$ cat config.mk
export PLATFORM = sky130hd
export DESIGN_NAME = eeprom_spi_frame_access
export DESIGN_NICKNAME = d
export VERILOG_FILES = /design/src/rtl/eeprom_spi_pkg.sv /design/src/rtl/nvm_timer_if.sv /design/src/rtl/eeprom_spi_frame_access.sv /design/src/rtl/nvm_timer.sv
export VERILOG_INCLUDE_DIRS = /design/src /design/src/rtl
export SDC_FILE = /design/constraint.sdc
export NUM_CORES = 1
export LEC_CHECK = 0
export ABC_AREA = 0
export BUFFER_PORTS_ARGS = -buffer_cell sky130_fd_sc_hd__buf_2
export CORE_MARGIN = 2
export CORE_UTILIZATION = 59
export DETAILED_ROUTE_END_ITERATION = 16
export PLACE_DENSITY = 0.78
export SLEW_MARGIN = 20
export SYNTH_ARGS = -nofsm -noshare
export SYNTH_HDL_FRONTEND = slang
export SYNTH_SLANG_ARGS = --single-unit
$ cat constraint.sdc
create_clock -name clk -period 3.08 [get_ports clk]
set_input_delay 0.308 -clock clk [delete_from_list [all_inputs] [get_ports clk]]
set_output_delay 0.308 -clock clk [all_outputs]
set_load 0.01 [all_outputs]
$ cat src/rtl/eeprom_spi_cfg.svh
// constants of the serial configuration memory port
`ifndef EEPROM_SPI_CFG_SVH
`define EEPROM_SPI_CFG_SVH

// ----------------------------------------
// frame layout
// ----------------------------------------
`define FRAME_BITS      16
`define FRAME_EDGES     5'h10
`define EDGE_CNT_MAX    5'h1F
`define ADDR_LSB        0
`define ADDR_MSB        2
`define DATA_LSB        4
`define DATA_MSB        10
`define CMD_LSB         11
`define CMD_MSB         12
`define READY_BIT       13
`define ERR_BIT         14
`define PAR_BIT         15

// ----------------------------------------
// memory timing
// ----------------------------------------
`define CLK_PERIOD_NS   10
`define MEM_READ_NS     10000
`define MEM_WRITE_NS    5000000
`define MEM_READ_CYC    ((`MEM_READ_NS + `CLK_PERIOD_NS - 1) / `CLK_PERIOD_NS)
`define MEM_WRITE_CYC   ((`MEM_WRITE_NS + `CLK_PERIOD_NS - 1) / `CLK_PERIOD_NS)
`define TIMER_W         20

// ----------------------------------------
// reset values
// ----------------------------------------
`define MEM_RESET       56'h00_0000_0000_0000

`endif

$ cat src/rtl/eeprom_spi_pkg.sv
// types of the serial configuration memory port
package eeprom_spi_pkg;

	// ----------------------------------------
	// command codes
	// ----------------------------------------
	typedef enum logic [1:0] {
		MEMORY_READ_CMD      = 2'h0,
		MEMORY_WRITE_CMD     = 2'h1,
		MEMORY_READ_ALT_CMD  = 2'h2,
		MEMORY_READ_ALT2_CMD = 2'h3
	} cmd_t;

	// ----------------------------------------
	// control states
	// ----------------------------------------
	typedef enum logic [1:0] {
		ST_SERIAL = 2'h0,
		ST_RELOAD = 2'h1,
		ST_RUN    = 2'h2
	} ctl_state_t;

	// ----------------------------------------
	// timer state
	// ----------------------------------------
	typedef struct packed {
		logic        busy;
		logic        done;
		logic [19:0] cnt;
	} timer_state_t;

	// ----------------------------------------
	// port state
	// ----------------------------------------
	typedef struct packed {
		logic        sclk_s1;
		logic        sclk_s2;
		logic        sclk_s3;
		logic        mosi_s1;
		logic        mosi_s2;
		logic        sel_b_s1;
		logic        sel_b_s2;
		logic        sel_b_s3;
		logic        en_s1;
		logic        en_s2;
		logic        en_s3;
		logic [15:0] in_sr;
		logic [15:0] out_sr;
		logic [4:0]  edge_cnt;
		logic        miso;
		logic        miso_oe;
		logic        fault_oe;
		logic        ready;
		logic        err;
		ctl_state_t  state;
		logic        start;
		logic [19:0] length;
		logic        pend_wr;
		logic [2:0]  pend_addr;
		logic [6:0]  pend_data;
		logic [7:0][6:0] mem;
		logic [7:0][6:0] work;
	} port_state_t;

endpackage

$ cat src/rtl/nvm_timer_if.sv
// handshake between the serial port and the memory action timer
interface nvm_timer_if;
	logic        start;
	logic [19:0] length;
	logic        busy;
	logic        done;

	modport port (
		output start,
		output length,
		input  busy,
		input  done
	);

	modport timer (
		input  start,
		input  length,
		output busy,
		output done
	);
endinterface

$ cat src/rtl/eeprom_spi_frame_access.sv
// serial frame access to the configuration memory
`include "eeprom_spi_cfg.svh"

module eeprom_spi_frame_access #(
	parameter int unsigned     READ_CYC  = `MEM_READ_CYC,
	parameter int unsigned     WRITE_CYC = `MEM_WRITE_CYC,
	parameter logic [55:0]     MEM_INIT  = `MEM_RESET
) (
	// clock and reset
	input  wire logic          clk,
	input  wire logic          rst_b,
	// mode from the device's mode logic
	input  wire logic          serial_mode,
	input  wire logic          enable_pin,
	// shared pins
	input  wire logic          low_side_input_two,
	input  wire logic          low_side_input_three,
	input  wire logic          fault_comm_input,
	output logic               low_side_input_one_o,
	output logic               low_side_input_one_oe,
	output logic               fault_comm_line_o,
	output logic               fault_comm_line_oe,
	// working registers
	output logic [55:0]        work_regs,
	output logic               reload_busy
);

	localparam logic [19:0] RD_LEN = 20'(READ_CYC);
	localparam logic [19:0] WR_LEN = 20'(WRITE_CYC);

	eeprom_spi_pkg::port_state_t st_ff;
	eeprom_spi_pkg::port_state_t nxt_st;

	nvm_timer_if tif ();

	// ----------------------------------------
	// memory action timer
	// ----------------------------------------
	nvm_timer u_timer (
		.clk   (clk),
		.rst_b (rst_b),
		.tif   (tif)
	);

	assign tif.start  = st_ff.start;
	assign tif.length = st_ff.length;

	// ----------------------------------------
	// edge detection and frame decode
	// ----------------------------------------
	logic              sclk_rise;
	logic              sel_fall;
	logic              sel_rise;
	logic              en_rise;
	logic              port_on;
	logic              par_ok;
	logic              frame_err;
	logic [1:0]        cmd;
	logic              is_write;
	logic [2:0]        addr;
	logic [6:0]        wdata;
	logic [15:0]       resp;

	always_comb begin
		sclk_rise = st_ff.sclk_s2 & ~st_ff.sclk_s3;
		sel_fall  = ~st_ff.sel_b_s2 & st_ff.sel_b_s3;
		sel_rise  = st_ff.sel_b_s2 & ~st_ff.sel_b_s3;
		en_rise   = st_ff.en_s2 & ~st_ff.en_s3;
		port_on   = serial_mode & (st_ff.state == eeprom_spi_pkg::ST_SERIAL);
		// odd parity over the command, address and data field
		par_ok    = st_ff.in_sr[`PAR_BIT] == ~(^st_ff.in_sr[`CMD_MSB:0]);
		frame_err = ~par_ok | (st_ff.edge_cnt != `FRAME_EDGES);
		cmd       = st_ff.in_sr[`CMD_MSB:`CMD_LSB];
		is_write  = cmd == eeprom_spi_pkg::MEMORY_WRITE_CMD;
		addr      = st_ff.in_sr[`ADDR_MSB:`ADDR_LSB];
		wdata     = st_ff.in_sr[`DATA_MSB:`DATA_LSB];
		resp      = 16'h0000;
		resp[`ADDR_MSB:`ADDR_LSB] = addr;
		resp[`CMD_MSB:`CMD_LSB]   = cmd;
		if (is_write) begin
			resp[`DATA_MSB:`DATA_LSB] = wdata;
		end else begin
			resp[`DATA_MSB:`DATA_LSB] = st_ff.mem[addr];
		end
		resp[`ERR_BIT]   = frame_err;
		resp[`READY_BIT] = 1'b0;
		resp[`PAR_BIT]   = ~(^resp[`ERR_BIT:0]);
	end

	// ----------------------------------------
	// next state
	// ----------------------------------------
	always_comb begin
		nxt_st          = st_ff;
		nxt_st.start    = 1'b0;
		// two-stage synchronisers, third stage for edges
		nxt_st.sclk_s1  = low_side_input_two;
		nxt_st.sclk_s2  = st_ff.sclk_s1;
		nxt_st.sclk_s3  = st_ff.sclk_s2;
		nxt_st.mosi_s1  = low_side_input_three;
		nxt_st.mosi_s2  = st_ff.mosi_s1;
		nxt_st.sel_b_s1 = fault_comm_input;
		nxt_st.sel_b_s2 = st_ff.sel_b_s1;
		nxt_st.sel_b_s3 = st_ff.sel_b_s2;
		nxt_st.en_s1    = enable_pin;
		nxt_st.en_s2    = st_ff.en_s1;
		nxt_st.en_s3    = st_ff.en_s2;
		nxt_st.miso_oe  = port_on & ~st_ff.sel_b_s2;

		// memory action finished
		if (tif.done) begin
			if (st_ff.pend_wr) begin
				nxt_st.mem[st_ff.pend_addr] = st_ff.pend_data;
			end
			nxt_st.pend_wr = 1'b0;
			// ready only if select is high when the action finishes
			if (st_ff.sel_b_s2 && port_on) begin
				nxt_st.ready                = 1'b1;
				nxt_st.out_sr[`READY_BIT]   = 1'b1;
				nxt_st.out_sr[`PAR_BIT]     = ~st_ff.out_sr[`PAR_BIT];
			end
		end

		case (st_ff.state)
			eeprom_spi_pkg::ST_SERIAL: begin
				if (en_rise) begin
					nxt_st.state = eeprom_spi_pkg::ST_RELOAD;
				end else if (port_on) begin
					if (sel_fall) begin
						nxt_st.edge_cnt = 5'h00;
						nxt_st.ready    = 1'b0;
						nxt_st.miso     = st_ff.out_sr[0];
					end else if (sel_rise) begin
						nxt_st.out_sr = resp;
						nxt_st.err    = frame_err;
						nxt_st.ready  = 1'b0;
						if (!frame_err) begin
							nxt_st.start     = 1'b1;
							nxt_st.length    = is_write ? WR_LEN : RD_LEN;
							nxt_st.pend_wr   = is_write;
							nxt_st.pend_addr = addr;
							nxt_st.pend_data = wdata;
						end
					end else if (!st_ff.sel_b_s2 && sclk_rise) begin
						// shift in at the top, LSB first
						nxt_st.in_sr  = {st_ff.mosi_s2, st_ff.in_sr[15:1]};
						nxt_st.out_sr = {1'b0, st_ff.out_sr[15:1]};
						// outbound moves right after the rising edge, clock high
						nxt_st.miso   = st_ff.out_sr[1];
						if (st_ff.edge_cnt != `EDGE_CNT_MAX) begin
							nxt_st.edge_cnt = st_ff.edge_cnt + 5'h01;
						end
					end
				end
			end
			eeprom_spi_pkg::ST_RELOAD: begin
				nxt_st.fault_oe = 1'b1;
				if (!tif.busy && !st_ff.start && !tif.done) begin
					nxt_st.work  = st_ff.mem;
					nxt_st.state = eeprom_spi_pkg::ST_RUN;
				end
			end
			eeprom_spi_pkg::ST_RUN: begin
				nxt_st.fault_oe = 1'b0;
				if (!st_ff.en_s2) begin
					nxt_st.state = eeprom_spi_pkg::ST_SERIAL;
				end
			end
			default: begin
				nxt_st.state = eeprom_spi_pkg::ST_SERIAL;
			end
		endcase
	end

	// ----------------------------------------
	// state register
	// ----------------------------------------
	always_ff @(posedge clk) begin
		if (!rst_b) begin
			st_ff          <= '0;
			st_ff.sel_b_s1 <= 1'b1;
			st_ff.sel_b_s2 <= 1'b1;
			st_ff.sel_b_s3 <= 1'b1;
			st_ff.mem      <= MEM_INIT;
			st_ff.work     <= MEM_INIT;
			st_ff.state    <= eeprom_spi_pkg::ST_SERIAL;
		end else begin
			st_ff <= nxt_st;
		end
	end

	// ----------------------------------------
	// outputs
	// ----------------------------------------
	assign low_side_input_one_o  = st_ff.miso;
	assign low_side_input_one_oe = st_ff.miso_oe;
	assign fault_comm_line_o     = 1'b0;
	assign fault_comm_line_oe    = st_ff.fault_oe;
	assign work_regs             = st_ff.work;
	assign reload_busy           = st_ff.fault_oe;

endmodule

$ cat src/rtl/nvm_timer.sv
// memory action timer: busy for a given count of cycles, then one done pulse
`include "eeprom_spi_cfg.svh"

module nvm_timer (
	// clock and reset
	input  wire logic   clk,
	input  wire logic   rst_b,
	// action handshake
	nvm_timer_if.timer  tif
);

	eeprom_spi_pkg::timer_state_t st_ff;
	eeprom_spi_pkg::timer_state_t nxt_st;

	always_comb begin
		nxt_st      = st_ff;
		nxt_st.done = 1'b0;
		if (tif.start) begin
			nxt_st.busy = 1'b1;
			nxt_st.cnt  = tif.length;
		end else if (st_ff.busy) begin
			if (st_ff.cnt <= 20'h00001) begin
				nxt_st.busy = 1'b0;
				nxt_st.done = 1'b1;
				nxt_st.cnt  = 20'h00000;
			end else begin
				nxt_st.cnt = st_ff.cnt - 20'h00001;
			end
		end
	end

	always_ff @(posedge clk) begin
		if (!rst_b) begin
			st_ff <= '0;
		end else begin
			st_ff <= nxt_st;
		end
	end

	assign tif.busy = st_ff.busy;
	assign tif.done = st_ff.done;

endmodule

== Word level (Yosys, flattened, before mapping) ==
Index checks and enable logic that the tools add are counted.

* Add/sub/neg operators: 2
* Order comparisons: 4
* Equal/unequal tests: 10
* Multiplexer cells: 37
* Bitwise logic cells: 23
* Reductions and logical operators: 27

{| class="wikitable"
|+ Operators by type and width
! cell !! count
|-
| two-way mux 22 bit || 4
|-
| bitwise mux 56 bit || 1
|-
| two-way mux 11 bit || 5
|-
| two-way mux 20 bit || 2
|-
| two-way mux 38 bit || 1
|-
| two-way mux 16 bit || 2
|-
| two-way mux 32 bit || 1
|-
| binary-select mux 7 bit (select 3 bit) || 1
|-
| demux 7 bit (select 3 bit) || 1
|-
| two-way mux 7 bit || 3
|-
| <= comparator 20 x 1 -> 1 bit (second input constant) || 1
|-
| subtractor 20 x 1 -> 20 bit (second input constant) || 1
|-
| two-way mux 19 bit || 1
|-
| AND reduction 6 bit || 3
|-
| inverter 1 bit || 16
|-
| parity 15 bit || 1
|-
| parity 13 bit || 1
|-
| two-way mux 6 bit || 2
|-
| inequality test 5 bit (second input constant) || 2
|-
| AND reduction 5 bit || 2
|-
| nonzero test 2 bit || 5
|-
| < comparator 3 x 4 -> 1 bit (second input constant) || 2
|-
| two-way mux 2 bit || 4
|-
| inequality test 2 bit (second input constant) || 4
|-
| 18 further kinds || 37
|}

* Register bits: 218
* Bits of input ports: 7
* Output and inout port bits: 61
* Logic and storage cells: 146

== Longest topological paths before layout ==
* Depth after elaboration: 12
* Depth in mapped cells: 10
* Mapped depth without buffers: 9

== Modules after synthesis ==
Synthesis repeated with hierarchy kept, for this count alone.

* Cells, all modules: 1023
* Area, all modules: 9081.2 um^2

{| class="wikitable"
|+ Modules (own cells, without submodules)
! module !! instances !! cells an instance !! area an instance (um^2) !! sequential area each (um^2)
|-
| eeprom_spi_frame_access || 1 || 860 || 7718.7 || 3603.5
|-
| nvm_timer || 1 || 163 || 1362.6 || 440.4
|}

== Worst setup path after synthesis ==
No wires, ideal clock.

* Path kind: register to register
* Start point: reg st_ff, in the netlist addr[0]
* End point: reg st_ff, in the netlist tif.length[9]
* Setup time: 0.116 ns
* Arrival: 2.273 ns
* Data required time: 2.964 ns
* Slack: 0.691 ns
* Stages on the path, launching flop included: 10
* Path buffers: 2
* Period minus slack after synthesis: 2.389 ns
* Cell sequence: dfxtp_1 > buf_4 > xnor3_1 > xnor2_1 > xnor3_1 > nand4_1 > or3_1 > buf_6 > or3b_4 > and3_1

* Word-level cells in the longest chain between the ends: 7

{| class="wikitable"
|+ RTL lines
! what !! RTL line !! RTL
|-
| start: declaration || eeprom_spi_frame_access.sv:31 || <nowiki>eeprom_spi_pkg::port_state_t st_ff;</nowiki>
|-
| start signal: assignment || eeprom_spi_frame_access.sv:188 || <nowiki>st_ff <= nxt_st;</nowiki>
|-
| parity 13 bit || eeprom_spi_frame_access.sv:71 || <nowiki>par_ok = st_ff.in_sr[`PAR_BIT] == ~(^st_ff.in_sr[`CMD_MSB:0]);</nowiki>
|-
| inverter 1 bit || eeprom_spi_frame_access.sv:71 ||
|-
| equality test 1 bit || eeprom_spi_frame_access.sv:71 ||
|-
| inverter 1 bit || eeprom_spi_frame_access.sv:72 || <nowiki>frame_err = ~par_ok | (st_ff.edge_cnt != `FRAME_EDGES);</nowiki>
|-
| bitwise OR 1 bit || eeprom_spi_frame_access.sv:72 ||
|-
| inverter 1 bit (no source line) || n/a ||
|-
| AND reduction 6 bit (no source line) || n/a ||
|}

Every way passes these cells.
A chain may end at the register's enable or synchronous reset.

== Worst setup path after layout ==
* Start point: reg st_ff, in the netlist addr[1]
* End point: reg st_ff, in the netlist tif.length[9]

The elaborated chain is that of the path after synthesis.

==> results.yml <==
place:
  placement.io_buffers: 66
  place_hpwl_um: 12600
  gp_congestion: 0.876
  dp_worst_setup_slack_ns: 0.399
worst_hold_path:
  whs_endpoint: "nxt_st[189]$_SDFF_PN0_"
  class_of_the_tightest_hold_or_removal_check: "input pin to register"
  holdPathStages: 2
  holdCritStartpoint: "enable_pin"
clock_tree:
  number_of_buffers_created_by_cts: 21
  clock_tree.htree_level_count: 1
  clock_insertion_delay_at_the_later_pin_of_the_skew_report_ns: 0.50
  cts_root_buffer: "clkbuf_16"
  clkSlewWorstSetupHoldPaths_ns: 0.06
  ctsLongestPathBuffers: 3
  tritoncts_clock_tree: "built"
  cts.sinks: 202
die:
  core-area_mm2: 0.0146
  fp.dieArea_mm2: 0.0161
  std_cell_rows: 44
  die_x_um: 127
  design.portCount: 68
  start_util_pct: 60.7
  die_h_um: 127
synth:
  yosys.area.top_type: "dfxtp_1"
  postSynthAreaPerCell_um2: 8.97
  ys_async_sr_fraction_pct: 0
  synth.cell_area_mm2: 0.00890
  yosysTopAreaCellShare_pct: 45.5
  synth-main-ff-cell: "dfxtp_1"
  postSynthNetCount: 1008
  synth.top_cells.by_count: "dfxtp_1, nor2_1, nand2_1, mux2i_1, a21oi_1"
  synth.lib_cells_used.distinct: 50
  postSynthCellCount: 992
  edff_count_synth: 0
  synth_top_cells_by_area: "dfxtp_1, mux2i_1, nor2_1, nand2_1, a21oi_1"
  yosysWarnings: 0
  yosysSeqAreaShare_pct: 45.5
  yosys_register_bits: 202
  synth.most_common_cell: "dfxtp_1"
sta:
  rsz0062_at_grt: "false"
  achievable-frequency_mhz: 362
  timing.final.hold_violations: 0
  tightest_slew_ns: 1.05
  fraction_of_the_cycle_the_final_worst_path_needs_pct: 89.8
  finalMaxSlewViolations: 0
  setup-tns-final_ns: 0
  clock-skew-final_ns: 0.0193
  relSlewSlack_pct: 29.9
  layout_setup_ws_ns: 0.315
  report.final.setup_viol: 0
  clock_period_minus_worst_slack_ns: 2.76
power:
  power_mw: 5.63
  power.leakage_nw: 3.64
  power_density_mw_per_mm2: 587
  vdd.ir_drop.worst_v: 0.000444
critical_path:
  setup.worst_path.start_class: "register"
  arrival_ns: 3.15
  worst_r2r_path_depth: 8
  critPathMaxFanout: 9
  setup_slack_of_the_worst_register_to_register_path_ns: 0.32
  path_class: "register to register"
  crit_required_ns: 3.46
  rr_startpoint: "addr[1]$_SDFFE_PN0P_"
  r2r_end: "tif.length[9]$_SDFFE_PN0P_"
  endpoint_kind: "register"
drt:
  dr.first_iter.drc_count: 416
  avgViaCountPerCell: 5.62
  postRouteWirelength_um: 18800
  route.detailed.drc: 0
  ant_nets: 0
  routed_wire_length_per_instance_um: 16.0
  drt_pass1_iterations: 5
  vias: 6600
final_layout:
  synthToLayoutAreaGrowth_pct: 7.76
  antennaDiodeCount: 0
  final_layout_size_suffix_gt1_share_pct: 13.9
  final_nets: 993
global_route:
  antenna_found_initial: 0
  number_of_global_route_vias_before_repair: 6380
  grt_first_pass_wirelength_um: 31500
  groute.usage.overall_pct: 23.6
  grt_start_max_net_pins: 58
  global_route.overflow_total: 0
flow_run:
  max_cap_viol_count: 0
outcome:
  status: "finished clean"
-- per-layer routing --
metal	wire, µm	global-route usage, %	up-vias
met3	1060	3.58	44
met2	8480	38.3	167
met4	453	7.76	0
met5	0	0	-
li1	-	-	3255
met1	8820	32.7	3134
-- kinds of logic (layout without fill, tap and decap cells) --
group | after synthesis | count (layout) | synth area share, %
and+or+nand+nor | 350 | 350 | 16.9
DFF | 202 | 202 | 45.5
buffers and inverters | 135 | 133 | 8.86
xor gates and xnor gates | 21 | 21 | 2.69
other | 1 | 1 | 0.0422
muxes | 114 | 114 | 14.4
AOI/OAI and AO/OA | 160 | 160 | 10.4
adders and majority gates | 9 | 9 | 1.27
-- metrics by stage --
stage                     cell area (µm²)  std cells  utilization (%)  hold slack, ns
final                                9590       1174             65.5          0.0272
after global routing                 9590       1174             65.5          0.0243
after CTS                            9590       1174             65.5          0.0119
after detailed placement             8880       1137             60.6           0.405
after global placement               8880       1137             60.6           0.394
after floorplan                      8900        992                -           0.386
-- final cells by class --
type	instances	area, µm²
clock inverters	7	95.1
flip-flops and latches	202	4040
fillers	1191	5060
repair buffers	86	495
well taps	184	230
clock buffers	29	606
inverters	11	43.8
multi-input cells	655	4070
-- worst max-delay path, stage by stage, from the launching register on --
cell	delay (ns)
dfxtp_1	0.52
buf_4	0.25
xnor3_1	0.30
xnor2_1	0.22
xnor3_1	0.18
nand4_1	0.19
or3_1	0.38
or3b_4	0.41
and3_1	0.18
-- worst max path at each step --
stage                          from                    endpoint  cells past startpoint
2_1_floorplan  addr[0]$_SDFFE_PN0P_  tif.length[9]$_SDFFE_PN0P_                      9
3_3_place_gp   addr[0]$_SDFFE_PN0P_       st_ff[171]$_SDFF_PN0_                      8
3_5_place_dp   addr[0]$_SDFFE_PN0P_       st_ff[171]$_SDFF_PN0_                      8
4_1_cts        addr[1]$_SDFFE_PN0P_  tif.length[9]$_SDFFE_PN0P_                      8
5_1_grt        addr[1]$_SDFFE_PN0P_  tif.length[9]$_SDFFE_PN0P_                      8
6_report       addr[1]$_SDFFE_PN0P_  tif.length[9]$_SDFFE_PN0P_                      8
-- where the power goes --
part / total, mW / switching [mW] / internal [mW] / leakage, nW
Combinational: 0.427 / 0.336 / 0.0906 / 1.67
Clock: 2.54 / 1.00 / 1.54 / 0.344
Sequential: 2.66 / 0.0182 / 2.64 / 1.63
Total: 5.63 / 1.36 / 4.27 / 3.64
-- flip-flops by register name, indices dropped and copies added (netlist names) --
name,count
st_ff,105
work_regs,56
u_timer.st_ff,20
nxt_st,7
addr,3
tif.length,3
cmd,2
fault_comm_line_oe,1
low_side_input_one_o,1
low_side_input_one_oe,1
tif.start,1
u_timer.tif.busy,1
u_timer.tif.done,1
-- cells in the final DEF (no fill, tap or decap), types with 2 or more instances in the layout --
master	instances
xnor2_1	15
and3_1	5
and2_1	10
mux2i_1	101
a22oi_1	14
clkinv_2	2
a41o_1	2
or3_1	5
ha_1	9
mux2_2	2
nor2b_1	5
nand3_1	4
nand4_1	4
clkbuf_8	5
and4b_1	2
a21oi_1	94
nand2_1	134
o21ai_2	2
nor4_1	7
bufinv_16	2
xor2_1	2
inv_6	2
nor2_1	145
nand2b_1	12
mux4_2	11
dfxtp_1	202
o21ai_0	6
o21ai_1	18
nor3_1	3
nand3b_1	5
inv_1	10
xnor3_1	4
buf_4	18
buf_2	66
clkbuf_16	21
a211oi_1	14
o211ai_1	2
nor3b_1	3
clkbuf_1	3
-- what timing repair did --
action	in CTS	in global routing
buffers inserted	0	0
endpoints found under the hold margin	1	0
resized for setup	0	0
hold buffers	1	0
(Power assumes the default switching activity.)
